--- config.mk ---
export PLATFORM = sky130hd
export DESIGN_NAME = press_contact_sequence_monitor
export DESIGN_NICKNAME = d
export VERILOG_FILES = /design/src/design/press_monitor_pkg.sv /design/src/design/restart_pulse_check.sv /design/src/design/press_contact_sequence_monitor.sv
export VERILOG_INCLUDE_DIRS = /design/src /design/src/design
export SDC_FILE = /design/constraint.sdc
export NUM_CORES = 1
export LEC_CHECK = 0
export BUFFER_PORTS_ARGS = -buffer_cell sky130_fd_sc_hd__buf_2
export CAP_MARGIN = 20
export CORE_ASPECT_RATIO = 0.7
export CORE_MARGIN = 5
export CORE_UTILIZATION = 30
export CTS_BUF_LIST = sky130_fd_sc_hd__clkbuf_4 sky130_fd_sc_hd__clkbuf_8
export CTS_CLUSTER_SIZE = 40
export DETAILED_ROUTE_END_ITERATION = 16
export SYNTH_ARGS = -nofsm -noshare
export SYNTH_HDL_FRONTEND = slang
export SYNTH_SLANG_ARGS = --single-unit
export TNS_END_PERCENT = 5
--- constraint.sdc ---
create_clock -name clock -period 3.9 [get_ports clock]
set_input_delay 0.195 -clock clock [delete_from_list [all_inputs] [get_ports clock]]
set_output_delay 0.195 -clock clock [all_outputs]
set_load 0.02 [all_outputs]
--- src/design/press_monitor_cfg.svh ---
`ifndef PRESS_MONITOR_CFG_SVH
`define PRESS_MONITOR_CFG_SVH

// Logic cycle rate
`define CLK_HZ 25000000

// Restart pulse limits, in milliseconds
`define RESTART_MIN_SHORT_MS 100
`define RESTART_MIN_LONG_MS 350
`define RESTART_MAX_MS 30000

// Milliseconds to logic cycles; the rate divides evenly, so no rounding arises
`define MS_TO_CYC(ms) ((ms) * (`CLK_HZ / 1000))

// Register offsets (byte addresses)
`define REG_CTRL_OFS 8'h00
`define REG_STATUS_OFS 8'h04

// Control register fields
`define CTRL_RUN_BIT 0
`define CTRL_RESTART_EN_BIT 1
`define CTRL_EARLY_EN_BIT 2
`define CTRL_ANYFLT_EN_BIT 3
`define CTRL_MIN_LONG_BIT 4
`define CTRL_WIDTH 5
`define CTRL_RESET 5'h0b

// Status register fields
`define STAT_TOP_BIT 0
`define STAT_UP_BIT 1
`define STAT_PERMIT_BIT 2
`define STAT_SEQ_BIT 3
`define STAT_OVER_BIT 4
`define STAT_PEND_BIT 5
`define STAT_ANY_BIT 6
`define STAT_PHASE_LSB 8

`endif

--- src/design/press_monitor_pkg.sv ---
package press_monitor_pkg;

    // Press phase; Gray codes along top -> down -> up -> over -> top
    typedef enum logic [2:0] {
        ST_TOP = 3'h0,
        ST_DOWN = 3'h1,
        ST_UP = 3'h3,
        ST_OVER = 3'h2,
        ST_FAULT = 3'h6,
        ST_HALT = 3'h4
    } phase_t;

    typedef logic [7:0] reg_addr_t;
    typedef logic [31:0] reg_data_t;

endpackage

--- src/design/restart_pulse_check.sv ---
// Qualifies a low-high-low pulse by the number of cycles it stayed high
module restart_pulse_check #(
    parameter int CNT_W = 30
) (
    input wire logic clock,
    input wire logic sys_rst,
    input wire logic level,
    input wire logic [CNT_W-1:0] min_cyc,
    input wire logic [CNT_W-1:0] max_cyc,
    output logic valid
);
    logic level_q;
    logic [CNT_W-1:0] cnt_q;
    logic valid_q;

    // Previous level for edge detection
    always_ff @(posedge clock or posedge sys_rst) begin
        if (sys_rst) begin
            level_q <= 1'b0;
        end else begin
            level_q <= level;
        end
    end

    // High-time counter; saturates so an endless high never wraps into range
    always_ff @(posedge clock or posedge sys_rst) begin
        if (sys_rst) begin
            cnt_q <= '0;
        end else if (!level) begin
            cnt_q <= '0;
        end else if (cnt_q != '1) begin
            cnt_q <= cnt_q + 1'b1;
        end
    end

    // Verdict on the falling edge; too short or too long gives nothing
    always_ff @(posedge clock or posedge sys_rst) begin
        if (sys_rst) begin
            valid_q <= 1'b0;
        end else begin
            valid_q <= level_q && !level && (cnt_q >= min_cyc) && (cnt_q <= max_cyc); // [RL17]
        end
    end

    assign valid = valid_q;

endmodule // restart_pulse_check

--- src/design/press_contact_sequence_monitor.sv ---
// Operation
// RL1 - Leaving top centre when stopped is overrun
// RL2 - Start rise or high at top-zone end
// RL3 - Startup-zone rise raises upstroke zone
// RL4 - Top-centre rise or early fall clears upstroke
// RL5 - Early fall in downstroke holds top zone
// RL6 - Early fall in downstroke blocks upstroke zone
// RL7 - Permit low suspends monitoring, faults kept
// RL8 - Permit rise enters state from contacts
// RL9 - Permit out high when permitted, faultless
// RL10 - Faults latch until valid restart pulse
// RL11 - Top-centre rise or early fall sets top
// RL12 - Top-centre fall clears top zone
// RL13 - Fault forces both zone outputs low
// RL14 - Reset pending blocks permit until restart
// RL15 - Wrong contact order raises sequence fault
// RL16 - Any-fault output mirrors faults when enabled
// RL17 - Restart pulse between minimum and 30 s
// RL18 - Restart disabled: only run toggle clears
// RL19 - Switches must alternate in fixed order
// RL20 - Inputs sampled each cycle, edges by comparison
`include "press_monitor_cfg.svh"

module press_contact_sequence_monitor #(
    parameter int MIN_SHORT_CYC = `MS_TO_CYC(`RESTART_MIN_SHORT_MS),
    parameter int MIN_LONG_CYC = `MS_TO_CYC(`RESTART_MIN_LONG_MS),
    parameter int MAX_CYC = `MS_TO_CYC(`RESTART_MAX_MS),
    parameter int CNT_W = 30
) (
    input wire logic clock,
    input wire logic sys_rst,
    input wire logic top_centre_switch,
    input wire logic startup_zone_switch,
    input wire logic early_top_switch,
    input wire logic permit_in,
    input wire logic restart_in,
    input wire logic drive_start,
    input wire press_monitor_pkg::reg_addr_t reg_addr,
    input wire press_monitor_pkg::reg_data_t reg_wdata,
    input wire logic reg_wr,
    input wire logic reg_rd,
    output press_monitor_pkg::reg_data_t reg_rdata,
    output logic top_zone,
    output logic upstroke_zone,
    output logic permit_out,
    output logic seq_fault,
    output logic overrun_fault,
    output logic reset_pending,
    output logic any_fault
);
    import press_monitor_pkg::*;

    // Settings the logic cannot serve
    if (MIN_SHORT_CYC < 1 || MIN_LONG_CYC < MIN_SHORT_CYC || MAX_CYC < MIN_LONG_CYC) begin : g_bad
        $error("restart pulse limits out of order");
    end
    if (MAX_CYC >= (2 ** CNT_W) - 1) begin : g_wide
        $error("restart counter too narrow");
    end

    localparam int NIN = 5;
    logic [NIN-1:0] pins;
    logic [NIN-1:0] sync1_q;
    logic [NIN-1:0] sync2_q;
    logic [NIN-1:0] prev_q;
    logic tdc_s, bdc_s, early_s, permit_s, restart_s;
    logic tdc_rise, tdc_fall, bdc_rise, bdc_fall, early_fall;
    logic start_p_q, start_rise;
    logic [`CTRL_WIDTH-1:0] ctrl_q;
    logic run_q, restart_en, early_en, anyflt_en;
    phase_t st_q, st_d;
    logic top_q, top_d, up_q, up_d;
    logic early_dn_q, early_dn_d, early_used_q, early_used_d;
    logic start_seen_q, start_seen_d;
    logic seq_evt, over_evt, early_f;
    logic seq_fault_q, seq_fault_d, over_fault_q, over_fault_d, fault_d;
    logic pend_q, permit_q, any_q;
    logic restart_valid, clear_ev;
    logic [CNT_W-1:0] min_cyc;
    reg_data_t rdata_q, status;

    assign pins = {restart_in, permit_in, early_top_switch, startup_zone_switch,
                   top_centre_switch};

    // Two-stage synchroniser, then one more stage kept only for edge detection
    always_ff @(posedge clock or posedge sys_rst) begin
        if (sys_rst) begin
            sync1_q <= '0;
            sync2_q <= '0;
            prev_q <= '0;
        end else begin
            sync1_q <= pins;
            sync2_q <= sync1_q;
            prev_q <= sync2_q; // [RL20]
        end
    end

    assign {restart_s, permit_s, early_s, bdc_s, tdc_s} = sync2_q;
    // Edges by comparing this cycle's sample with the last one
    assign tdc_rise = tdc_s && !prev_q[0]; // [RL20]
    assign tdc_fall = !tdc_s && prev_q[0];
    assign bdc_rise = bdc_s && !prev_q[1];
    assign bdc_fall = !bdc_s && prev_q[1];
    assign early_fall = !early_s && prev_q[2];

    // Drive start comes from logic on this clock, so no synchroniser
    always_ff @(posedge clock or posedge sys_rst) begin
        if (sys_rst) begin
            start_p_q <= 1'b0;
        end else begin
            start_p_q <= drive_start;
        end
    end
    assign start_rise = drive_start && !start_p_q;

    // Control register
    always_ff @(posedge clock or posedge sys_rst) begin
        if (sys_rst) begin
            ctrl_q <= `CTRL_RESET;
        end else if (reg_wr && reg_addr == `REG_CTRL_OFS) begin
            ctrl_q <= reg_wdata[`CTRL_WIDTH-1:0];
        end
    end
    assign run_q = ctrl_q[`CTRL_RUN_BIT];
    assign restart_en = ctrl_q[`CTRL_RESTART_EN_BIT];
    assign early_en = ctrl_q[`CTRL_EARLY_EN_BIT];
    assign anyflt_en = ctrl_q[`CTRL_ANYFLT_EN_BIT];
    assign min_cyc = ctrl_q[`CTRL_MIN_LONG_BIT] ? CNT_W'(MIN_LONG_CYC) : CNT_W'(MIN_SHORT_CYC);

    restart_pulse_check #(
        .CNT_W(CNT_W)
    ) u_restart (
        .clock(clock),
        .sys_rst(sys_rst),
        .level(restart_s),
        .min_cyc(min_cyc),
        .max_cyc(CNT_W'(MAX_CYC)),
        .valid(restart_valid)
    );

    // A stopped program clears faults even with the restart input disabled
    assign clear_ev = (restart_en && restart_valid) || !run_q; // [RL10] [RL18]

    // Phase tracking, zone outputs and fault detection
    always_comb begin
        st_d = st_q;
        top_d = top_q;
        up_d = up_q;
        early_dn_d = early_dn_q;
        early_used_d = early_used_q;
        start_seen_d = start_seen_q;
        seq_evt = 1'b0;
        over_evt = 1'b0;
        early_f = early_en && early_fall;
        if (st_q == ST_FAULT) begin
            top_d = 1'b0;
            up_d = 1'b0;
            if (clear_ev) begin
                st_d = ST_HALT;
            end
        end else if (!run_q || !permit_s) begin
            st_d = ST_HALT; // [RL7]
        end else if (st_q == ST_HALT) begin
            // Resume in the phase the contacts show right now
            if (tdc_s) begin
                st_d = bdc_s ? ST_OVER : ST_TOP; // [RL8]
            end else begin
                st_d = bdc_s ? ST_UP : ST_DOWN;
            end
            top_d = tdc_s;
            up_d = bdc_s && !tdc_s;
            early_dn_d = 1'b0;
            early_used_d = 1'b0;
            start_seen_d = 1'b0;
        end else begin
            // Each phase allows one edge; the other switch must stay put
            unique case (st_q)
                ST_TOP: begin
                    if (bdc_rise || bdc_fall) begin
                        seq_evt = 1'b1; // [RL15] [RL19]
                    end else if (tdc_fall) begin
                        st_d = ST_DOWN;
                    end
                end
                ST_DOWN: begin
                    if (tdc_rise || tdc_fall) begin
                        seq_evt = 1'b1; // [RL15] [RL19]
                    end else if (bdc_rise) begin
                        st_d = ST_UP;
                    end
                end
                ST_UP: begin
                    if (bdc_rise || bdc_fall) begin
                        seq_evt = 1'b1; // [RL15] [RL19]
                    end else if (tdc_rise) begin
                        st_d = ST_OVER;
                    end
                end
                ST_OVER: begin
                    if (tdc_rise || tdc_fall) begin
                        seq_evt = 1'b1; // [RL15] [RL19]
                    end else if (bdc_fall) begin
                        st_d = ST_TOP;
                    end
                end
                default: seq_evt = 1'b1;
            endcase
            // Early switch may fall once per press cycle only
            if (early_f && early_used_q) begin
                seq_evt = 1'b1; // [RL15]
            end
            if (tdc_fall) begin
                early_used_d = 1'b0;
                early_dn_d = 1'b0;
            end
            if (early_f) begin
                early_used_d = 1'b1;
            end
            if (early_f && !bdc_s) begin
                early_dn_d = 1'b1; // [RL6]
            end
            // Top zone
            if (tdc_rise || early_f) begin
                top_d = 1'b1; // [RL11]
            end
            if (tdc_fall) begin
                top_d = 1'b0; // [RL12]
            end
            if (early_dn_q && bdc_rise) begin
                top_d = 1'b0; // [RL5]
            end
            // Upstroke zone
            if (bdc_rise && !early_dn_q && !(early_f && !bdc_s)) begin
                up_d = 1'b1; // [RL3] [RL6]
            end
            if (tdc_rise || early_f) begin
                up_d = 1'b0; // [RL4]
            end
            // Drive must have been running while in the top zone
            if (top_q && start_rise) begin
                start_seen_d = 1'b1;
            end
            if (top_q && !top_d) begin
                start_seen_d = 1'b0;
                if (!(start_seen_q || start_rise || drive_start)) begin
                    over_evt = 1'b1; // [RL1] [RL2]
                end
            end
            if (seq_evt || over_evt) begin
                st_d = ST_FAULT;
                top_d = 1'b0; // [RL13]
                up_d = 1'b0;
            end
        end
    end

    // Phase and zone registers
    always_ff @(posedge clock or posedge sys_rst) begin
        if (sys_rst) begin
            st_q <= ST_HALT;
            top_q <= 1'b0;
            up_q <= 1'b0;
            early_dn_q <= 1'b0;
            early_used_q <= 1'b0;
            start_seen_q <= 1'b0;
        end else begin
            st_q <= st_d;
            top_q <= top_d;
            up_q <= up_d;
            early_dn_q <= early_dn_d;
            early_used_q <= early_used_d;
            start_seen_q <= start_seen_d;
        end
    end

    // Fault latches; a new fault in the clearing cycle wins over the clear
    assign seq_fault_d = seq_evt || (seq_fault_q && !clear_ev); // [RL10]
    assign over_fault_d = over_evt || (over_fault_q && !clear_ev);
    assign fault_d = seq_fault_d || over_fault_d;

    always_ff @(posedge clock or posedge sys_rst) begin
        if (sys_rst) begin
            seq_fault_q <= 1'b0;
            over_fault_q <= 1'b0;
            pend_q <= 1'b0;
            any_q <= 1'b0;
        end else begin
            seq_fault_q <= seq_fault_d;
            over_fault_q <= over_fault_d;
            pend_q <= fault_d; // [RL14]
            any_q <= anyflt_en && fault_d; // [RL16]
        end
    end

    // Permit follows its input only while nothing is latched
    always_ff @(posedge clock or posedge sys_rst) begin
        if (sys_rst) begin
            permit_q <= 1'b0;
        end else begin
            permit_q <= permit_s && run_q && !fault_d; // [RL7] [RL9] [RL14]
        end
    end

    // Status word and register read port; unmapped reads return zero
    always_comb begin
        status = '0;
        status[`STAT_TOP_BIT] = top_q;
        status[`STAT_UP_BIT] = up_q;
        status[`STAT_PERMIT_BIT] = permit_q;
        status[`STAT_SEQ_BIT] = seq_fault_q;
        status[`STAT_OVER_BIT] = over_fault_q;
        status[`STAT_PEND_BIT] = pend_q;
        status[`STAT_ANY_BIT] = any_q;
        status[`STAT_PHASE_LSB +: 3] = st_q;
    end

    always_ff @(posedge clock or posedge sys_rst) begin
        if (sys_rst) begin
            rdata_q <= '0;
        end else if (reg_rd) begin
            unique case (reg_addr)
                `REG_CTRL_OFS: rdata_q <= {{(32-`CTRL_WIDTH){1'b0}}, ctrl_q};
                `REG_STATUS_OFS: rdata_q <= status;
                default: rdata_q <= '0;
            endcase
        end else begin
            rdata_q <= '0;
        end
    end

    assign reg_rdata = rdata_q;
    assign top_zone = top_q;
    assign upstroke_zone = up_q;
    assign permit_out = permit_q;
    assign seq_fault = seq_fault_q;
    assign overrun_fault = over_fault_q;
    assign reset_pending = pend_q;
    assign any_fault = any_q;

    logic mon;
    assign mon = run_q && permit_s && (st_q != ST_FAULT) && (st_q != ST_HALT);
endmodule // press_contact_sequence_monitor

Yosys cells after proc, flatten, opt, wreduce, memory -nomap -nowiden. Cells that the tools add are included.

Bitwise operators: 2. Equal/unequal tests: 18. Muxes and demuxes: 64. $add $sub $neg: 1. Reductions and logical operators: 64. $lt $le $gt $ge: 2.

Operators by type and width (count): 2-to-1 mux 30 bit (2); != test 6 bit (second input constant) (8); 2-to-1 mux 1 bit (41); 2-to-1 mux 3 bit (13); 2-to-1 mux 32 bit (1); adder 30 x 1 -> 30 bit (second input constant) (1); >= comparator 30 x 24 -> 1 bit (1); less-or-equal comparator 30 bit (second input constant) (1); != test 30 bit (second input constant) (1); logical AND 1 bit (25); 2-to-1 mux 24 bit (1); case mux 11 bit (2 select lines) (1); zero test 1 bit (14); case mux 3 bit (4 select lines) (1); logical OR 1 bit (11); AND reduction 10 bit (1); AND reduction 3 bit (3); nonzero test 3 bit (3); == test 8 x 3 -> 1 bit (second input constant) (1); zero test 8 bit (1); nonzero test 8 bit (1); == test 3 x 2 -> 1 bit (second input constant) (2); == test 3 bit (second input constant) (2); 2-to-1 mux 2 bit (3); other kinds (9) (12).

Output and inout port bits: 39. Register bits: 96. Word-level logic and storage cells: 171.

Depth between registers and ports, before layout. Gate-level depths: netlist (run 1).

Depth after elaboration: 23. Mapped depth: 7. Mapped depth without buffers: 7.

Modules after synthesis. From an unflattened synthesis (run 1), not the netlist that was laid out.

Cell total of the unflattened synthesis: 557. Area total of the unflattened synthesis: 5076.1 sq um.

By module, submodules not included: restart_pulse_check (instances 1, cells an instance 381, area each 3106.7 sq um); press_contact_sequence_monitor (instances 1, cells an instance 176, area each 1969.4 sq um).

Worst setup path before layout (run 1). OpenSTA, ideal clock, no wires.

Kind: reg-to-reg. Start point: register u_restart.cnt_q[0]. End point: register u_restart.cnt_q[1]. Period minus slack after synthesis: 2.139 ns. Path slack: 1.761 ns. Path buffers: 1. Required time: 3.780 ns. Library setup time: 0.120 ns. Cell stages (with the launch flop): 8. Arrival: 2.019 ns. Path through: dfrtp_1 > ha_1 > nand4_1 > or3_2 > clkbuf_1 > nor3_4 > mux2i_1 > nor2b_1.

Cells in the longest elaborated chain, start to end: 3.

Ends and longest elaborated chain: from (decl) (line restart_pulse_check.sv:13) `logic [CNT_W-1:0] cnt_q;`; from (signal assigned) (line restart_pulse_check.sv:32) `cnt_q <= cnt_q + 1'b1;`; adder 30 x 1 -> 30 bit (line restart_pulse_check.sv:32); 2-to-1 mux 30 bit (line restart_pulse_check.sv:31) `end else if (cnt_q != '1) begin`; 2-to-1 mux 30 bit (line restart_pulse_check.sv:29) `end else if (!level) begin`.

Parallel ways exist; a longest one is shown, timed or not. The select of a mux whose other input is x is not followed. A chain may end at the register's enable or synchronous reset.

Worst setup path after layout (run 1).
Start point: register u_restart.cnt_q[0]. End point: register u_restart.cnt_q[22].

The elaborated chain is that of the path after synthesis.

==> results of run 1 <==
## worst max-delay path: stages, from the launching register on
cell,delay [ps]
dfrtp_1,440
ha_1,240
nand4_1,270
nor3_1,650
o21ai_2,290
or4_1,450
a21boi_0,170
## layout by cell type (no fill, tap or decap), types with 3 or more instances in the layout
cell,instances
clkbuf_8,9
o21ai_0,12
nor2_1,19
a21boi_0,5
dfstp_2,4
o22ai_1,3
nand4_1,12
dfrtp_1,70
xnor2_1,5
a21o_1,3
o211a_1,3
nand3b_1,4
nor2b_1,6
a22o_1,4
mux2_2,5
o31ai_1,9
or4_1,5
buf_2,39
nand3_1,16
xor2_1,8
inv_1,16
a31oi_1,7
a21oi_1,6
o211ai_1,5
nor4_1,10
o21a_1,4
ha_1,15
and3_1,6
nand2_1,26
mux2i_1,10
nand2b_1,8
and2_1,15
dlygate4sd3_1,6
nor3_1,12
conb_1,22
## logic make-up after synthesis
logic type / Yosys count / synth area share
AND/OR/NAND/NOR: 159 / 0.223
XOR/XNOR: 13 / 0.0277
buffers and inverters: 57 / 0.0753
adder cells (fa/ha/maj): 15 / 0.0457
AO/OA/AOI/OAI: 79 / 0.137
other: 1 / 0.000913
multiplexers: 15 / 0.0381
flip-flops: 74 / 0.452
## area by class of cell
type	instances	area [µm²]	area share
inverters	17	63.8	0.0137
flip-flops and latches	74	1860	0.398
clock buffers	10	131	0.0282
well taps	185	231	0.0497
repair buffers	47	270	0.0580
clock inverters	6	90.1	0.0193
multi-input cells	303	2020	0.433
## layer usage
| layer | routed length (µm) | part of all wire |
|---|---|---|
| met1 | 4750 | 0.50 |
| met2 | 4020 | 0.42 |
| met3 | 711 | 0.074 |
| met4 | 88 | 0.0092 |
| met5 | 0 | 0 |
## per-stage QoR
stage	total power [mW]	hold WS, ps
4_1_cts	1.65	26.0
5_1_grt	1.70	65.0
3_5_place_dp	0.970	305
3_3_place_gp	0.965	307
2_1_floorplan	0.939	226
6_report	1.62	-7.15
## power groups by stage
stage / clock [mW] / combinational (mW) / sequential, mW
global route: 0.717 / 0.163 / 0.817
floorplan: 0 / 0.110 / 0.829
detailed placement: 0 / 0.141 / 0.828
global placement: 0 / 0.138 / 0.827
finish: 0.665 / 0.146 / 0.814
CTS: 0.686 / 0.147 / 0.813
## final timing paths
| kind | from | endpoint | slack, ps |
|---|---|---|---|
| max | u_restart.cnt_q[0] | u_restart.cnt_q[22] | 1290 |
| min | sys_rst | sync1_q[4] | -7 |
| max reg2reg | u_restart.cnt_q[0] | u_restart.cnt_q[22] | 1290 |
| min reg2reg | sync1_q[4] | sync2_q[4] | 350 |
| max in group asynchronous | sys_rst | u_restart.cnt_q[27] | 2930 |
| min in group clock | reg_wdata[2] | ctrl_q[2] | 80 |
## repair_timing
action	CTS	global route
buffers inserted	0	0
endpoints found under the hold margin	6	0
hold buffers	6	0
## registers in the layout, indices dropped and copies added, names as in the netlist, 3 cells and up
register,cells
u_restart.cnt_q,30
reg_rdata,10
ctrl_q,5
sync1_q,5
sync2_q,5
prev_q,3
st_q,3
==> results_dict.tcl, run 1 <==
set metrics [dict create \
    status "finished with violations" \
    violations "hold timing" \
    required_ps 4170 \
    cts_max_level 3 \
    cts-buffers-inserted 9 \
    rsz0062_at_grt "no" \
    yosysUniqueCellTypes 66 \
    whs_ps -7.15 \
    fillers 1343 \
    synth-edff-count 0 \
    synth_top_area_frac 0.427 \
    fin_area_mm2 0.00466 \
    switching_share 0.254 \
    start_kind "flop" \
    grt.met2_usage 0.168 \
    clock_latency_ps 340 \
    gp_congestion 0.898 \
    io_pins 89 \
    finalMaxSlewViolations 0 \
    r2r_cells 6 \
    core_mm2 0.0133 \
    wire_per_inst_um 14.9 \
    vias 3263 \
    path_max_fanout 9 \
    pwr-share-clk 0.409 \
    clk_path_buf_depth 2 \
    dp.cells 620 \
    power_density_mw_per_mm2 348 \
    synth_most_common_cell "dfrtp_1" \
    critPathCaptureType "flop" \
    syn_area_mm2 0.00411 \
    worst_slack_ps 1290 \
    viasPerCell 5.08 \
    grt_pass1_wl_mm 15.5 \
    tns_ps 0 \
    synth.avg_cell_area_um2 9.94 \
    use_met1 0.176 \
    cts_tree "built" \
    p_seq_frac 0.501 \
    synth_area_leader_cell "dfrtp_1" \
    finalCritPeriodShare 0.669 \
    area_growth_pct 13.6 \
    drive_above_1_share 0.168 \
    leakagePower_nw 2.19 \
    synth_area_leaders "dfrtp_1 (43%), ha_1 (4.6%), buf_4 (4.0%)" \
    power.internal_mw 1.21 \
    max_freq_mhz 383 \
    antenna_found_initial 0 \
    drc 0 \
    period_needed_ps 2610 \
    power.switching_mw 0.413 \
    pwr-share-comb 0.090 \
    synthFlopType "dfrtp_1" \
    worst-setup-path-type "flop to flop" \
    tightest_slew_ps 812 \
    crit_arrival_ps 2880 \
    drv_cap 0 \
    yosysWarnings 0 \
    rows 35 \
    met3_usage 0.0354 \
    hpwl_mm 7.07 \
    track_usage 0.120 \
    synthCells 413 \
    clk_pin_slew_ps 80 \
    cts_sinks 74 \
    stdcell_count 642 \
    final.setup_skew_ps 4.74 \
    vdd_drop_max_mv 0.151 \
    grt_most_used_layer "met1" \
    overflow 0 \
    final_net_count 517 \
    start_util 0.309 \
    ys_top_cells_by_count "dfrtp_1 (70), nand2_1 (26), buf_4 (22)" \
    ctsResizeCount 0 \
    postRouteAntennaNets 0 \
    ys_ff_latch 74 \
    synth-seq-area-share 0.452 \
    die_w_um 150 \
    max_slew_margin 0.458 \
    die_area_mm2 0.0162 \
    async_flop_share 1.00 \
    port_buffers 39 \
    hold_viol 2 \
    finalSetupViolations 0 \
    final_util 0.351 \
    routed_wl_mm 9.57 \
    first_pass_iters 5 \
    dpl_cell_area_mm2 0.00438 \
    die_y_um 108 \
    root_buffer "clkbuf_8" \
    grt_pass1_vias 3090 \
    drtIter0Drc 366 \
    place_ws_ps 1320 \
    diodes 0 \
    grt_max_degree 40 \
    hold_class "primary input to asynchronous set/reset pin" \
]
No activity file was read; power rests on OpenSTA's default activity.
==> run 2: changes to the inputs <==
- clock period: 3.9 -> 2.6 ns (I/O delays scaled with it)
==> results_dict.tcl, run 2 (synthesized netlist as in run 1, its figures left out) <==
set metrics [dict create \
    p_total_mw 2.23 \
    grt_pass1_vias 3011 \
    cts_sinks 74 \
    tightest_slew_ps 696 \
    hold_depth 2 \
    start_kind "flop" \
    area_growth_pct 14.5 \
    start_util 0.309 \
    max_freq_mhz 437 \
    drive_above_1_share 0.176 \
    ctsResizeCount 0 \
    fillers 1335 \
    routed_wl_mm 9.73 \
    largest-register "u_restart.cnt_q" \
    status "complete, no violations" \
    layout_commonest_cell "dfrtp_1" \
    final_net_count 527 \
    core_mm2 0.0133 \
    die_w_um 150 \
    path_max_fanout 11 \
    dpl_cell_area_mm2 0.00444 \
    final.setup_skew_ps 11.3 \
    reg2reg_setup_slack_ps 310 \
    max_slew_margin 0.536 \
    drv_cap 0 \
    grt_max_degree 44 \
    io_pins 89 \
    overflow 0 \
    first_pass_iters 5 \
    die_y_um 108 \
    wire_per_inst_um 14.9 \
    largest_register_ffs 30 \
    final_util 0.354 \
    fin_area_mm2 0.00470 \
    hold_class "primary input to flop" \
    worst-setup-path-type "flop to flop" \
    cts_max_level 3 \
    vdd_drop_max_mv 0.202 \
    port_buffers 39 \
    final_cell_mix "dfrtp_1 (70), buf_2 (39), nand2_1 (26), conb_1 (22), nor2_1 (19)" \
    required_ps 2870 \
    diodes 0 \
    rsz0062_at_grt "no" \
    viasPerCell 4.99 \
    root_buffer "clkbuf_8" \
    drc 0 \
    postRouteAntennaNets 0 \
    cts_tree "built" \
    period_needed_ps 2290 \
    clock_latency_ps 350 \
    hold_viol 0 \
    crit_arrival_ps 2560 \
    r2r_cells 5 \
    track_usage 0.125 \
    hpwl_mm 7.08 \
    grt_pass1_wl_mm 16.0 \
    die_area_mm2 0.0162 \
    tns_ps 0 \
    antenna_found_initial 0 \
    finalCritPeriodShare 0.881 \
    gp_congestion 0.890 \
    power_density_mw_per_mm2 475 \
    vias 3248 \
    cts-buffers-inserted 9 \
    finalSetupViolations 0 \
    post_cts.repair.setup_buffers 0 \
    clk_path_buf_depth 2 \
    clk_pin_slew_ps 80 \
    leakagePower_nw 2.21 \
    finalMaxSlewViolations 0 \
    rows 35 \
    critPathCaptureType "flop" \
    drtIter0Drc 284 \
]
-- run 2: cell types whose count changed in the layout (fill, tap and decap cells not counted) --
cell | before | now
bufinv_16 | 2 | 0
dlygate4sd3_1 | 6 | 10
clkinvlp_4 | 1 | 3
clkinv_2 | 1 | 2
inv_6 | 1 | 0
clkinv_4 | 1 | 0
buf_4 | 2 | 7
buf_12 | 0 | 1
-- run 2: where the power goes --
group	switching [mW]	internal (mW)	total (mW)
Sequential	0.0376	1.18	1.22
Combinational	0.140	0.0847	0.225
Clock	0.437	0.348	0.785
Total	0.615	1.62	2.23
-- run 2: layout make-up --
cell class,count,area [µm²],share of cell area
Clock buffer,10,131,0.0279
Clock inverter,5,32.5,0.00692
Tap cell,185,231,0.0492
Multi-Input combinational cell,303,2020,0.429
Timing Repair Buffer,57,368,0.0782
Inverter,17,63.8,0.0136
Sequential cell,74,1860,0.395
-- run 2: what timing repair did --
action	in CTS	in global routing
hold buffers	10	0
endpoints found under the setup margin	0	0
endpoints found under the hold margin	36	0
-- run 2: metrics by stage --
| stage | hold slack, ps | instances | worst slack, ps |
|---|---|---|---|
| detailed placement | 240 | 626 | 317 |
| global route | 7.43 | 651 | 184 |
| CTS | 1.59 | 651 | 324 |
| global placement | 241 | 626 | 376 |
| floorplan | 161 | 434 | 461 |
| finish | 19.1 | 651 | 310 |
-- run 2: metal layers --
metal  vias to the layer above  wire, µm  global-route usage
met5                         -         0                   0
met4                         0        97              0.0333
met3                         5       675              0.0337
met2                       101      3960               0.169
met1                      1584      4990               0.191
li1                       1558         -                   -
-- run 2: worst max-delay path, cell delays in order, from the launching register on --
cell      delay, ps
dfrtp_1         470
nand4_2         180
or4_4           590
a31o_1          350
or4_1           440
a21boi_0        170
-- run 2: worst paths after layout --
check                                 endpoint                from
max reg2reg                u_restart.cnt_q[23]  u_restart.cnt_q[7]
min reg2reg                         sync2_q[2]          sync1_q[2]
max                        u_restart.cnt_q[23]  u_restart.cnt_q[7]
max in group asynchronous         reg_rdata[5]             sys_rst
min                                  ctrl_q[0]        reg_wdata[0]
min in group asynchronous           sync1_q[4]             sys_rst
==> run 3: changes to the inputs <==
- CORE_UTILIZATION: 30 -> 55
- PLACE_DENSITY: default -> 0.81
==> results_dict.tcl, run 3 (synthesized netlist as in run 1, its figures left out) <==
set metrics [dict create \
    stdcell_count 562 \
    die_y_um 82.3 \
    layout_commonest_cell "dfrtp_1" \
    clock_latency_ps 350 \
    status "complete, no violations" \
    antenna_found_initial 0 \
    leakagePower_nw 2.23 \
    period_needed_ps 2310 \
    wire_per_inst_um 16.2 \
    crit_arrival_ps 2580 \
    grt_max_degree 45 \
    grt_pass1_wl_mm 15.4 \
    root_buffer "clkbuf_8" \
    diodes 0 \
    hold_depth 2 \
    start_kind "flop" \
    cts_sinks 74 \
    rsz0062_at_grt "no" \
    grt_pass1_vias 3175 \
    path_max_fanout 11 \
    dp.cells 538 \
    power_density_mw_per_mm2 529 \
    hold_class "primary input to flop" \
    r2r_cells 5 \
    max_freq_mhz 432 \
    cts_tree "built" \
    finalCritPeriodShare 0.890 \
    multi_input_area_mm2 0.00202 \
    hold_viol 0 \
    track_usage 0.207 \
    ctsResizeCount 0 \
    routed_wl_mm 9.11 \
    drive_above_1_share 0.177 \
    final.setup_skew_ps 6.61 \
    tns_ps 0 \
    postRouteAntennaNets 0 \
    largest-register "u_restart.cnt_q" \
    rows 26 \
    core_mm2 0.00729 \
    tightest_slew_ps 654 \
    vdd_drop_max_mv 0.390 \
    first_pass_iters 5 \
    required_ps 2870 \
    final_cell_mix "dfrtp_1 (70), buf_2 (39), nand2_1 (26), conb_1 (22), nor2_1 (19)" \
    fillers 589 \
    cts-buffers-inserted 9 \
    drv_cap 0 \
    clk_pin_slew_ps 80 \
    drtIter0Drc 245 \
    viasPerCell 5.81 \
    largest_register_ffs 30 \
    max_slew_margin 0.563 \
    finalSetupViolations 0 \
    area_growth_pct 12.6 \
    overflow 0 \
    seq_area_mm2 0.00186 \
    final_net_count 524 \
    die_w_um 113 \
    port_buffers 39 \
    worst-setup-path-type "flop to flop" \
    io_pins 89 \
    drc 0 \
    hpwl_mm 6.55 \
    cts_max_level 3 \
    die_area_mm2 0.00932 \
    start_util 0.563 \
    gp_congestion 0.945 \
    critPathCaptureType "flop" \
    vias 3264 \
    clk_path_buf_depth 2 \
    finalMaxSlewViolations 0 \
]
==> run 3: changes by cell type in the layout (fill, tap and decap cells not counted), sizes merged <==
cell / change
inv: +1
clkinvlp: -2
dlygate4sd3: -2
bufinv: +2
buf: -1
==> run 3: through the flow <==
step,setup slack (ps),hold WS (ps),cell area [µm²],power [mW],util
floorplan,461,161,4180,1.41,-
global placement,403,238,4320,1.45,0.593
detailed placement,323,240,4320,1.46,0.593
CTS,305,0.0361,4610,2.46,0.633
global route,186,5.17,4620,2.56,0.634
finish,287,18.8,4620,2.45,0.634
==> run 3: path summary, 6_finish.rpt <==
kind                                     from                  end  slack [ps]
setup / recovery           u_restart.cnt_q[7]  u_restart.cnt_q[23]         290
hold / removal                   reg_wdata[0]            ctrl_q[0]          20
setup reg to reg           u_restart.cnt_q[7]  u_restart.cnt_q[23]         290
hold reg to reg                    sync1_q[1]           sync2_q[1]         360
max in group asynchronous             sys_rst            ctrl_q[3]        1480
min in group asynchronous             sys_rst           sync1_q[1]         410
==> run 3: area by class of cell <==
class | count | area share
inverters | 17 | 0.0138
repair buffers | 54 | 0.0736
multi-input cells | 303 | 0.437
well taps | 98 | 0.0265
clock buffers | 10 | 0.0284
flip-flops and latches | 74 | 0.402
clock inverters | 6 | 0.0195
==> run 3: power by group <==
part	internal (mW)	total (mW)	switching, mW	leakage, nW
Combinational	0.0826	0.222	0.139	1.14
Clock	0.554	1.00	0.448	0.110
Sequential	1.18	1.22	0.0403	0.980
Total	1.82	2.45	0.627	2.23
==> run 3: metal layers <==
| metal | vias up | global-route usage | share of wire |
|---|---|---|---|
| li1 | 1548 | - | - |
| met1 | 1566 | 0.287 | 0.47 |
| met2 | 142 | 0.314 | 0.43 |
| met3 | 8 | 0.0670 | 0.088 |
| met4 | 0 | 0.0600 | 0.0074 |
| met5 | - | 0 | 0 |
==> run 3: what timing repair did <==
action | 4_1_cts | 5_1_grt
hold endpoints to repair | 36 | 1
buffers inserted | 0 | 0
hold buffers | 7 | 1
==> run 3: worst max-delay path, stage by stage (launching register included) <==
cell      delay (ps)
dfrtp_1          490
nand4_2          190
or4_4            580
a31o_1           350
or4_1            440
a21boi_0         170
